**src/egress_sched_pkg.sv**
```systemverilog
// constants and carrier types for the egress queue ratio scheduler
// Operation
// - with the queue-2 control bit clear, every waiting queue-2 packet goes before any lower queue.
// - with the queue-2 control bit set, queue-2 sends at most its ratio count per period.
// - the queue-2 ratio field is read/write and resets to 0x04.
// - with the queue-3 control bit clear, queue-3 is drained before any lower queue.
// - with the queue-3 control bit set, queue-3 sends at most its ratio count per period.
// - the queue-3 ratio field is read/write and resets to 0x08.
// - with the queue-0 control bit clear, queue-0 sends only after all higher queues are served.
// - with the queue-0 control bit set, queue-0 sends at most its ratio count per period.
// - the queue-0 ratio field is read/write and resets to 0x01.
// - with the queue-1 control bit clear, queue-1 is drained before lower queues.
// - with the queue-1 control bit set, queue-1 sends at most its ratio count per period.
// - the queue-1 ratio field is read/write and resets to 0x02.
package egress_sched_pkg;
  localparam logic [11:0] UPPER_RATIO_OFS = 12'h0D0;
  localparam logic [11:0] LOWER_RATIO_OFS = 12'h0D2;
  localparam int          HI_CTRL_BIT     = 15;
  localparam int          HI_RATIO_LSB    = 8;
  localparam int          LO_CTRL_BIT     = 7;
  localparam int          LO_RATIO_LSB    = 0;
  localparam int          RATIO_W         = 7;
  localparam logic [6:0]  Q0_RATIO_RST    = 7'h01;
  localparam logic [6:0]  Q1_RATIO_RST    = 7'h02;
  localparam logic [6:0]  Q2_RATIO_RST    = 7'h04;
  localparam logic [6:0]  Q3_RATIO_RST    = 7'h08;
  localparam logic        CTRL_RST        = 1'b1;
  localparam int          NUM_QUEUES      = 4;
  localparam int          PERIOD_CYCLES   = 40000;
  localparam int          FIFO_DEPTH      = 16;
  localparam int          DATA_W          = 8;

  typedef struct packed {
    logic [7:0] data;
    logic       last;
    logic [1:0] queue;
  } beat_s;
  localparam int BEAT_W = $bits(beat_s);

  typedef struct packed {
    logic             ratio_mode;
    logic [6:0]       ratio;
  } qcfg_s;
endpackage

```
**src/egress_queue_ratio_scheduler.sv**
```systemverilog
// four-queue egress scheduler with strict/ratio modes and an output fifo
module egress_queue_ratio_scheduler #(
  parameter int PERIOD = egress_sched_pkg::PERIOD_CYCLES,
  parameter int DEPTH  = egress_sched_pkg::FIFO_DEPTH
) (
  // clock and reset
  input  wire logic        SYS_CLK,
  input  wire logic        RST,
  // register port
  input  wire logic [11:0] REG_ADDR,
  input  wire logic        REG_WR,
  input  wire logic [15:0] REG_WDATA,
  output logic      [15:0] REG_RDATA,
  // transmit queues: one byte stream per queue, LAST marks end of packet
  input  wire logic [3:0]  Q_VALID,
  output logic      [3:0]  Q_READY,
  input  wire logic [7:0]  Q_DATA0,
  input  wire logic [7:0]  Q_DATA1,
  input  wire logic [7:0]  Q_DATA2,
  input  wire logic [7:0]  Q_DATA3,
  input  wire logic [3:0]  Q_LAST,
  // transmit mac side
  output logic             TX_VALID,
  input  wire logic        TX_READY,
  output logic      [7:0]  TX_DATA,
  output logic             TX_LAST,
  output logic      [1:0]  TX_QUEUE,
  // status
  output logic      [3:0]  CREDIT_EMPTY
);
  localparam int PW = $clog2(PERIOD + 1);
  initial
  begin
    if (PERIOD < 2)
      $error("scheduling period must be at least 2 cycles");
  end

  typedef enum logic [1:0] {IDLE, SEND} st_e;
  typedef logic [6:0] ratio_t;

  egress_sched_pkg::qcfg_s cfg [4];
  ratio_t                  credit [4];
  logic [PW-1:0]           period_cnt;
  logic                    period_end;
  st_e                     state;
  logic [1:0]              cur_q;
  logic [1:0]              next_q;
  logic                    next_found;
  logic [3:0]              eligible;
  logic                    fifo_ready;
  logic                    beat_go;
  egress_sched_pkg::beat_s beat_in;
  egress_sched_pkg::beat_s beat_out;
  logic [7:0]              qdata [4];

  assign qdata[0] = Q_DATA0;
  assign qdata[1] = Q_DATA1;
  assign qdata[2] = Q_DATA2;
  assign qdata[3] = Q_DATA3;

  // pack two queues into one 16-bit register image
  function automatic logic [15:0] pack_pair(egress_sched_pkg::qcfg_s hi,
                                            egress_sched_pkg::qcfg_s lo);
    logic [15:0] v;
    v = '0;
    v[egress_sched_pkg::HI_CTRL_BIT]                           = hi.ratio_mode;
    v[egress_sched_pkg::HI_RATIO_LSB +: egress_sched_pkg::RATIO_W] = hi.ratio;
    v[egress_sched_pkg::LO_CTRL_BIT]                           = lo.ratio_mode;
    v[egress_sched_pkg::LO_RATIO_LSB +: egress_sched_pkg::RATIO_W] = lo.ratio;
    return v;
  endfunction

  function automatic egress_sched_pkg::qcfg_s unpack_hi(logic [15:0] v);
    return {v[egress_sched_pkg::HI_CTRL_BIT],
            v[egress_sched_pkg::HI_RATIO_LSB +: egress_sched_pkg::RATIO_W]};
  endfunction

  function automatic egress_sched_pkg::qcfg_s unpack_lo(logic [15:0] v);
    return {v[egress_sched_pkg::LO_CTRL_BIT],
            v[egress_sched_pkg::LO_RATIO_LSB +: egress_sched_pkg::RATIO_W]};
  endfunction

  // configuration registers
  always_ff @(posedge SYS_CLK or posedge RST)
  begin
    if (RST)
    begin
      cfg[0] <= {egress_sched_pkg::CTRL_RST, egress_sched_pkg::Q0_RATIO_RST};
      cfg[1] <= {egress_sched_pkg::CTRL_RST, egress_sched_pkg::Q1_RATIO_RST};
      cfg[2] <= {egress_sched_pkg::CTRL_RST, egress_sched_pkg::Q2_RATIO_RST};
      cfg[3] <= {egress_sched_pkg::CTRL_RST, egress_sched_pkg::Q3_RATIO_RST};
    end
    else if (REG_WR && REG_ADDR == egress_sched_pkg::UPPER_RATIO_OFS)
    begin
      cfg[2] <= unpack_hi(REG_WDATA);
      cfg[3] <= unpack_lo(REG_WDATA);
    end
    else if (REG_WR && REG_ADDR == egress_sched_pkg::LOWER_RATIO_OFS)
    begin
      cfg[0] <= unpack_hi(REG_WDATA);
      cfg[1] <= unpack_lo(REG_WDATA);
    end
  end

  // reads are combinational on the documented port; unmapped offsets read zero
  always_comb
  begin
    unique case (REG_ADDR)
      egress_sched_pkg::UPPER_RATIO_OFS: REG_RDATA = pack_pair(cfg[2], cfg[3]);
      egress_sched_pkg::LOWER_RATIO_OFS: REG_RDATA = pack_pair(cfg[0], cfg[1]);
      default:                           REG_RDATA = 16'h0000;
    endcase
  end

  // period timer
  assign period_end = (period_cnt == PW'(PERIOD - 1));
  always_ff @(posedge SYS_CLK or posedge RST)
  begin
    if (RST)
      period_cnt <= '0;
    else if (period_end)
      period_cnt <= '0;
    else
      period_cnt <= period_cnt + 1'b1;
  end

  // a queue may start a packet when it has data and, in ratio mode, credit left
  always_comb
  begin
    for (int i = 0; i < 4; i++)
    begin
      eligible[i]     = Q_VALID[i] && (!cfg[i].ratio_mode || credit[i] != '0);
      CREDIT_EMPTY[i] = cfg[i].ratio_mode && credit[i] == '0;
    end
  end

  // highest queue first; a strict queue with data blocks all below it
  always_comb
  begin
    next_q     = 2'd0;
    next_found = 1'b0;
    for (int i = 0; i < 4; i++)
    begin
      if (eligible[i])
      begin
        next_q     = 2'(i);
        next_found = 1'b1;
      end
    end
  end

  assign beat_go = (state == SEND) && Q_VALID[cur_q] && fifo_ready;

  always_ff @(posedge SYS_CLK or posedge RST)
  begin
    if (RST)
    begin
      state <= IDLE;
      cur_q <= 2'd0;
    end
    else
    begin
      unique case (state)
        IDLE:
        begin
          if (next_found)
          begin
            state <= SEND;
            cur_q <= next_q;
          end
        end
        SEND:
        begin
          // packets are never cut: the queue keeps the port until its last byte
          if (beat_go && Q_LAST[cur_q])
            state <= IDLE;
        end
      endcase
    end
  end

  // credits: one per ratio-mode packet started, all reloaded at period end; a start in that cycle costs none
  always_ff @(posedge SYS_CLK or posedge RST)
  begin
    if (RST)
    begin
      credit[0] <= egress_sched_pkg::Q0_RATIO_RST;
      credit[1] <= egress_sched_pkg::Q1_RATIO_RST;
      credit[2] <= egress_sched_pkg::Q2_RATIO_RST;
      credit[3] <= egress_sched_pkg::Q3_RATIO_RST;
    end
    else
    begin
      for (int i = 0; i < 4; i++)
      begin
        if (period_end)
          credit[i] <= cfg[i].ratio;
        else if (state == IDLE && next_found && next_q == 2'(i) && cfg[i].ratio_mode)
          credit[i] <= credit[i] - 1'b1;
      end
    end
  end

  always_comb
  begin
    Q_READY = 4'b0000;
    if (state == SEND && fifo_ready)
      Q_READY[cur_q] = 1'b1;
  end

  assign beat_in = '{data: qdata[cur_q], last: Q_LAST[cur_q], queue: cur_q};

  egress_fifo #(
    .WIDTH (egress_sched_pkg::BEAT_W),
    .DEPTH (DEPTH)
  ) u_fifo (
    .SYS_CLK   (SYS_CLK),
    .RST       (RST),
    .in_valid  (beat_go),
    .in_ready  (fifo_ready),
    .in_data   (beat_in),
    .out_valid (TX_VALID),
    .out_ready (TX_READY),
    .out_data  (beat_out)
  );

  assign TX_DATA  = beat_out.data;
  assign TX_LAST  = beat_out.last;
  assign TX_QUEUE = beat_out.queue;

  // a strict queue with data must win over every lower queue
  strict_q3_a: assert property (@(posedge SYS_CLK) disable iff (RST)
    state == IDLE && Q_VALID[3] && !cfg[3].ratio_mode |=> state == SEND && cur_q == 2'd3)
    else $error("strict queue 3 not chosen");
  strict_q2_a: assert property (@(posedge SYS_CLK) disable iff (RST)
    state == IDLE && Q_VALID[2] && !cfg[2].ratio_mode && !eligible[3] |=> cur_q == 2'd2)
    else $error("strict queue 2 not chosen");
  strict_q1_a: assert property (@(posedge SYS_CLK) disable iff (RST)
    state == IDLE && Q_VALID[1] && !cfg[1].ratio_mode && eligible[3:2] == 2'b00 |=> cur_q == 2'd1)
    else $error("strict queue 1 not chosen");
  low_last_a: assert property (@(posedge SYS_CLK) disable iff (RST)
    state == IDLE && next_found && next_q == 2'd0 |-> eligible[3:1] == 3'b000)
    else $error("queue 0 chosen over higher queue");
  ratio_q2_a: assert property (@(posedge SYS_CLK) disable iff (RST)
    state == IDLE && cfg[2].ratio_mode && credit[2] == 7'h00 |-> !(next_found && next_q == 2'd2))
    else $error("queue 2 sent without credit");
  ratio_q3_a: assert property (@(posedge SYS_CLK) disable iff (RST)
    state == IDLE && next_found && next_q == 2'd3 && cfg[3].ratio_mode && !period_end
    |=> credit[3] == $past(credit[3]) - 7'h01)
    else $error("queue 3 credit not spent");
  ratio_q0_a: assert property (@(posedge SYS_CLK) disable iff (RST)
    state == IDLE && cfg[0].ratio_mode && credit[0] == 7'h00 |-> !(next_found && next_q == 2'd0))
    else $error("queue 0 sent without credit");
  ratio_q1_a: assert property (@(posedge SYS_CLK) disable iff (RST)
    state == IDLE && cfg[1].ratio_mode && credit[1] == 7'h00 |-> !(next_found && next_q == 2'd1))
    else $error("queue 1 sent without credit");
  reload_a: assert property (@(posedge SYS_CLK) disable iff (RST)
    period_end |=> credit[0] == $past(cfg[0].ratio) && credit[3] == $past(cfg[3].ratio))
    else $error("credits not reloaded");
  reg_rw_a: assert property (@(posedge SYS_CLK) disable iff (RST)
    REG_WR && REG_ADDR == egress_sched_pkg::UPPER_RATIO_OFS
    |=> pack_pair(cfg[2], cfg[3]) == $past(REG_WDATA))
    else $error("upper register write lost");
  reg_lo_a: assert property (@(posedge SYS_CLK) disable iff (RST)
    REG_WR && REG_ADDR == egress_sched_pkg::LOWER_RATIO_OFS
    |=> pack_pair(cfg[0], cfg[1]) == $past(REG_WDATA))
    else $error("lower register write lost");

  pkt_done_c: cover property (@(posedge SYS_CLK) disable iff (RST) beat_go && Q_LAST[cur_q]);
  credit_out_c: cover property (@(posedge SYS_CLK) disable iff (RST) CREDIT_EMPTY[3] && Q_VALID[3]);
  fifo_full_c: cover property (@(posedge SYS_CLK) disable iff (RST) state == SEND && !fifo_ready);
  strict_c: cover property (@(posedge SYS_CLK) disable iff (RST)
    state == IDLE && next_found && !cfg[next_q].ratio_mode);
endmodule

```
**src/egress_fifo.sv**
```systemverilog
// width/depth parameterised fifo with registered read data
module egress_fifo #(
  parameter int WIDTH = 8,
  parameter int DEPTH = 16
) (
  // clock and reset
  input  wire logic             SYS_CLK,
  input  wire logic             RST,
  // fill side
  input  wire logic             in_valid,
  output logic                  in_ready,
  input  wire logic [WIDTH-1:0] in_data,
  // drain side
  output logic                  out_valid,
  input  wire logic             out_ready,
  output logic      [WIDTH-1:0] out_data
);
  localparam int AW = $clog2(DEPTH);
  initial
  begin
    if (DEPTH < 2 || (1 << AW) != DEPTH)
      $error("fifo depth must be a power of two, at least 2");
  end

  logic [WIDTH-1:0] mem [DEPTH];
  logic [AW:0]      wr_ptr;
  logic [AW:0]      rd_ptr;
  logic             push;
  logic             pop;
  logic             full;
  logic             empty;

  assign full     = (wr_ptr[AW] != rd_ptr[AW]) && (wr_ptr[AW-1:0] == rd_ptr[AW-1:0]);
  assign empty    = (wr_ptr == rd_ptr);
  assign in_ready = !full;
  // out stage holds one word so read data always come from a register
  assign pop      = !empty && (!out_valid || out_ready);
  assign push     = in_valid && !full;

  always_ff @(posedge SYS_CLK)
  begin
    if (push)
      mem[wr_ptr[AW-1:0]] <= in_data;
  end

  always_ff @(posedge SYS_CLK or posedge RST)
  begin
    if (RST)
      wr_ptr <= '0;
    else if (push)
      wr_ptr <= wr_ptr + 1'b1;
  end

  always_ff @(posedge SYS_CLK or posedge RST)
  begin
    if (RST)
      rd_ptr <= '0;
    else if (pop)
      rd_ptr <= rd_ptr + 1'b1;
  end

  always_ff @(posedge SYS_CLK or posedge RST)
  begin
    if (RST)
    begin
      out_valid <= 1'b0;
      out_data  <= '0;
    end
    else if (pop)
    begin
      out_valid <= 1'b1;
      out_data  <= mem[rd_ptr[AW-1:0]];
    end
    else if (out_ready)
      out_valid <= 1'b0;
  end
endmodule

```
**config.mk**
```make
export PLATFORM = sky130hd
export DESIGN_NAME = egress_queue_ratio_scheduler
export DESIGN_NICKNAME = d
export VERILOG_FILES = /design/src/egress_sched_pkg.sv /design/src/egress_queue_ratio_scheduler.sv /design/src/egress_fifo.sv
export SDC_FILE = /design/constraint.sdc
export NUM_CORES = 1
export LEC_CHECK = 0
export ABC_AREA = 1
export BUFFER_PORTS_ARGS = -buffer_cell sky130_fd_sc_hd__buf_2
export CELL_PAD_IN_SITES_DETAIL_PLACEMENT = 1
export CELL_PAD_IN_SITES_GLOBAL_PLACEMENT = 2
export CORE_UTILIZATION = 40
export CTS_CLUSTER_DIAMETER = 80
export DETAILED_ROUTE_END_ITERATION = 12
export PLACE_DENSITY = 0.91
export SYNTH_ARGS = -nofsm -noshare
export SYNTH_HDL_FRONTEND = slang
export SYNTH_HIERARCHICAL = 1
export SYNTH_SLANG_ARGS = --single-unit
```
**constraint.sdc**
```tcl
create_clock -name SYS_CLK -period 4.3 [get_ports SYS_CLK]
set_input_delay 0 -clock SYS_CLK [delete_from_list [all_inputs] [get_ports SYS_CLK]]
set_output_delay 0 -clock SYS_CLK [all_outputs]
set_load 0.005 [all_outputs]
```
==> flow_metrics.env <==
export IMPL_grtUsageTotal=0.244
export IMPL_clockBufferDepth=3
export IMPL_synth_top_area_frac=0.390
export IMPL_first_pass_iters=5
export IMPL_whs_ns=0.0297
export IMPL_rsz0062_at_grt="no"
export IMPL_p_switching_uw=3900
export IMPL_maxSlewViolCount=0
export IMPL_fp_dieW_um=186
export IMPL_leakage_uw=0.00754
export IMPL_fin_cells=2141
export IMPL_synth_area_per_cell_um2=8.76
export IMPL_antenna_found_initial=2
export IMPL_path_clk_slew_ns=0.06
export IMPL_finalCritPeriodShare=0.754
export IMPL_yosys_warnings=6
export IMPL_syn_inst=1545
export IMPL_worstSetupEndpointType="flip-flop"
export IMPL_ant_nets=0
export IMPL_cts_setup_buffers=0
export IMPL_avgViaCountPerCell=5.01
export IMPL_cts_max_level=1
export IMPL_antennaDiodeCount=0
export IMPL_grt_max_degree=66
export IMPL_finalHoldViolCount=0
export IMPL_clock_skew_ns=0.00896
export IMPL_drtIter0Drc=774
export IMPL_netlist_top_cells_area="edfxtp_1 39%, dfrtp_1 16%, nand2_1 14%"
export IMPL_fmax_mhz=308
export IMPL_tightest_slew_ns=1.06
export IMPL_clkPwrFrac=0.274
export IMPL_root_buffer="clkbuf_16"
export IMPL_grt_overflow_total=0
export IMPL_powerDensity_nw_per_um2=634
export IMPL_worstSkewPairLatency_ns=0.55
export IMPL_first_global_vias=11400
export IMPL_num_rows=67
export IMPL_p_sw_frac=0.389
export IMPL_start_kind="flip-flop"
export IMPL_slew_headroom=0.291
export IMPL_die_h_um=186
export IMPL_seq_area_frac_synth=0.578
export IMPL_place_inst=2060
export IMPL_cts_tree="done"
export IMPL_nets=1755
export IMPL_drive_above_1_share=0.129
export IMPL_wl_per_cell_um=18.9
export IMPL_min_path_type="in -> reg"
export IMPL_crit_path_max_fanout=19
export IMPL_dieArea_um2=34600
export IMPL_ys_types=41
export IMPL_coreArea_um2=33400
export IMPL_drt_wl_total_um=40500
export IMPL_initial_core_util=0.405
export IMPL_dp_hpwl_um=27800
export IMPL_setup_viol=0
export IMPL_status="completed"
export IMPL_ys_seq_elements=277
export IMPL_areaGrowthSynthToFinish_pct=16.8
export IMPL_p_int_uw=6120
export IMPL_cp_required_ns=4.48
export IMPL_port_buffers=107
export IMPL_p_seq_frac=0.385
export IMPL_cts_resized=0
export IMPL_drv_cap=0
export IMPL_pin_count=108
export IMPL_ctsHoldBuffers=24
export IMPL_via_count=10700
export IMPL_cts_sinks=277
export IMPL_period_needed_ns=3.24
export IMPL_arrival_ns=3.42
export IMPL_tns_ns=0
export IMPL_power_total_uw=10000
export IMPL_syn_area_um2=13500
export IMPL_yosys_area_top_type="edfxtp_1"
export IMPL_place_gp_congestion=0.815
export IMPL_syn_nets=1631
export IMPL_worst_setup_path_type="reg -> reg"
export IMPL_grt_pass1_wl_um=63600
export IMPL_peakVddDrop_mv=0.301
export IMPL_combPwrFrac=0.342
export IMPL_drc=0
export IMPL_cts_buffers_inserted=31
## routing by layer
layer,share of wire,vias to the layer above,wire length [µm],GRT usage
met4,0.027,4,1100,0.0731
met5,0.00062,-,25,0
li1,-,5162,-,-
met2,0.52,206,21200,0.457
met3,0.037,64,1510,0.0321
met1,0.41,5296,16700,0.288
## layout by cell type (no fill, tap or decap), types with 2 or more instances in the layout
cell and count:
nand2_1 501, inv_1 261, nand3_1 189, edfxtp_1 176
buf_2 107, dfrtp_1 87, o21ai_0 69, nor2_1 49
clkbuf_16 31, dlygate4sd3_1 24, xor2_1 19, buf_4 19
nor3_1 15, xnor2_1 14, a22oi_1 14, ha_1 14
dfstp_2 12, nand4_1 9, clkinv_1 8, inv_2 7
clkinv_2 7, nor3_2 6, o21ai_1 5, a21oi_1 5
clkbuf_8 5, clkinv_4 4, bufinv_16 4, nor4_1 3
nor2_2 3, and3_1 2, o21ai_2 2, o22ai_1 2
o21bai_1 2, clkinvlp_4 2, dfrtp_2 2
## stage by stage
stage               cell area [µm²]  setup slack (ns)  utilization
global placement              14500              1.09        0.433
CTS                           15800             0.753        0.472
finish                        15800              1.06        0.473
global route                  15800             0.810        0.473
detailed placement            14500             0.775        0.433
floorplan                     13500              1.76            -
## power by group through the flow
stage / logic [µW] / registers (µW) / clock network, µW
after global routing: 3820 / 3900 / 2890
after floorplan: 2170 / 3780 / 0
after detailed placement: 3400 / 3910 / 0
after global placement: 3280 / 3890 / 0
final: 3420 / 3850 / 2740
after CTS: 3460 / 3860 / 2790
## path summary, 6_finish.rpt
kind | depth (start not counted) | end | slack (ns) | startpoint
worst max-delay path | 9 | u_fifo/mem[9][10]$_DFFE_PP_ | 1.06 | cur_q[1]$_DFFE_PP0N_
max in group asynchronous | 4 | cfg[4]$_DFFE_PP0P_ | 3.19 | RST
worst max register to register | 9 | u_fifo/mem[9][10]$_DFFE_PP_ | 1.06 | cur_q[1]$_DFFE_PP0N_
worst min register to register | 1 | period_cnt[0]$_DFF_PP0_ | 0.47 | period_cnt[0]$_DFF_PP0_
min in group asynchronous | 3 | period_cnt[3]$_DFF_PP0_ | 0.04 | RST
worst min-delay path | 5 | cur_q[0]$_DFFE_PP0N_ | 0.03 | Q_VALID[1]
## worst max-delay path: stages, from the launching register on
cell and delay [ns]:
dfrtp_1 0.83, nand2_1 0.21, clkinv_1 0.21, nand2_1 0.08, o2111ai_1 0.10, nand3_1 0.12
inv_1 0.09, nand2_2 0.24, buf_4 0.28, nor3_2 0.71
## Yosys cell counts
cell       count
a21oi_1        5
a22oi_1       14
a31oi_1        1
and3_1         2
buf_2         25
buf_4          4
buf_6          5
clkbuf_1      25
clkinv_1       4
dfrtp_1       89
dfstp_2       12
edfxtp_1     176
ha_1          14
inv_1        262
inv_2          7
nand2_1      501
nand2_2        1
nand2_4        1
nand3_1      189
nand3_2        1
nand3b_1       1
nand4_1        9
nand4_4        1
nor2_1        49
nor2_2         3
nor3_1        21
nor3_4         1
nor3b_1        1
nor4_1         3
nor4_4         1
o2111ai_1      1
o211ai_1       1
o21ai_0       69
o21ai_1        5
o21ai_2        2
o21bai_1       2
o22ai_1        2
o31ai_1        1
xnor2_1       14
xor2_1        19
xor2_2         1
## cell families after synthesis
logic type / Yosys count / share of synthesized area
AOI/OAI and AO/OA: 103 / 0.0425
xor gates and xnor gates: 34 / 0.0226
adders and majority gates: 14 / 0.0129
buffers and inverters: 332 / 0.0983
DFF: 277 / 0.578
and+or+nand+nor: 785 / 0.245
## area by class of cell
type,count,area [µm²]
flip-flops and latches,277,7830
clock inverters,20,215
repair buffers,150,918
inverters,273,1030
clock buffers,37,848
well taps,448,561
fillers,3919,17600
multi-input cells,936,4410
## sequential cells by signal, indices dropped and copies added, names as in the netlist
signal,flops
cur_q,2
u_fifo/wr_ptr,5
u_fifo/rd_ptr,5
u_fifo/mem,176
cfg,32
period_cnt,16
state,1
credit,28
u_fifo/out_valid,1
u_fifo/out_data,11
Power figures use the tool's default switching activity.
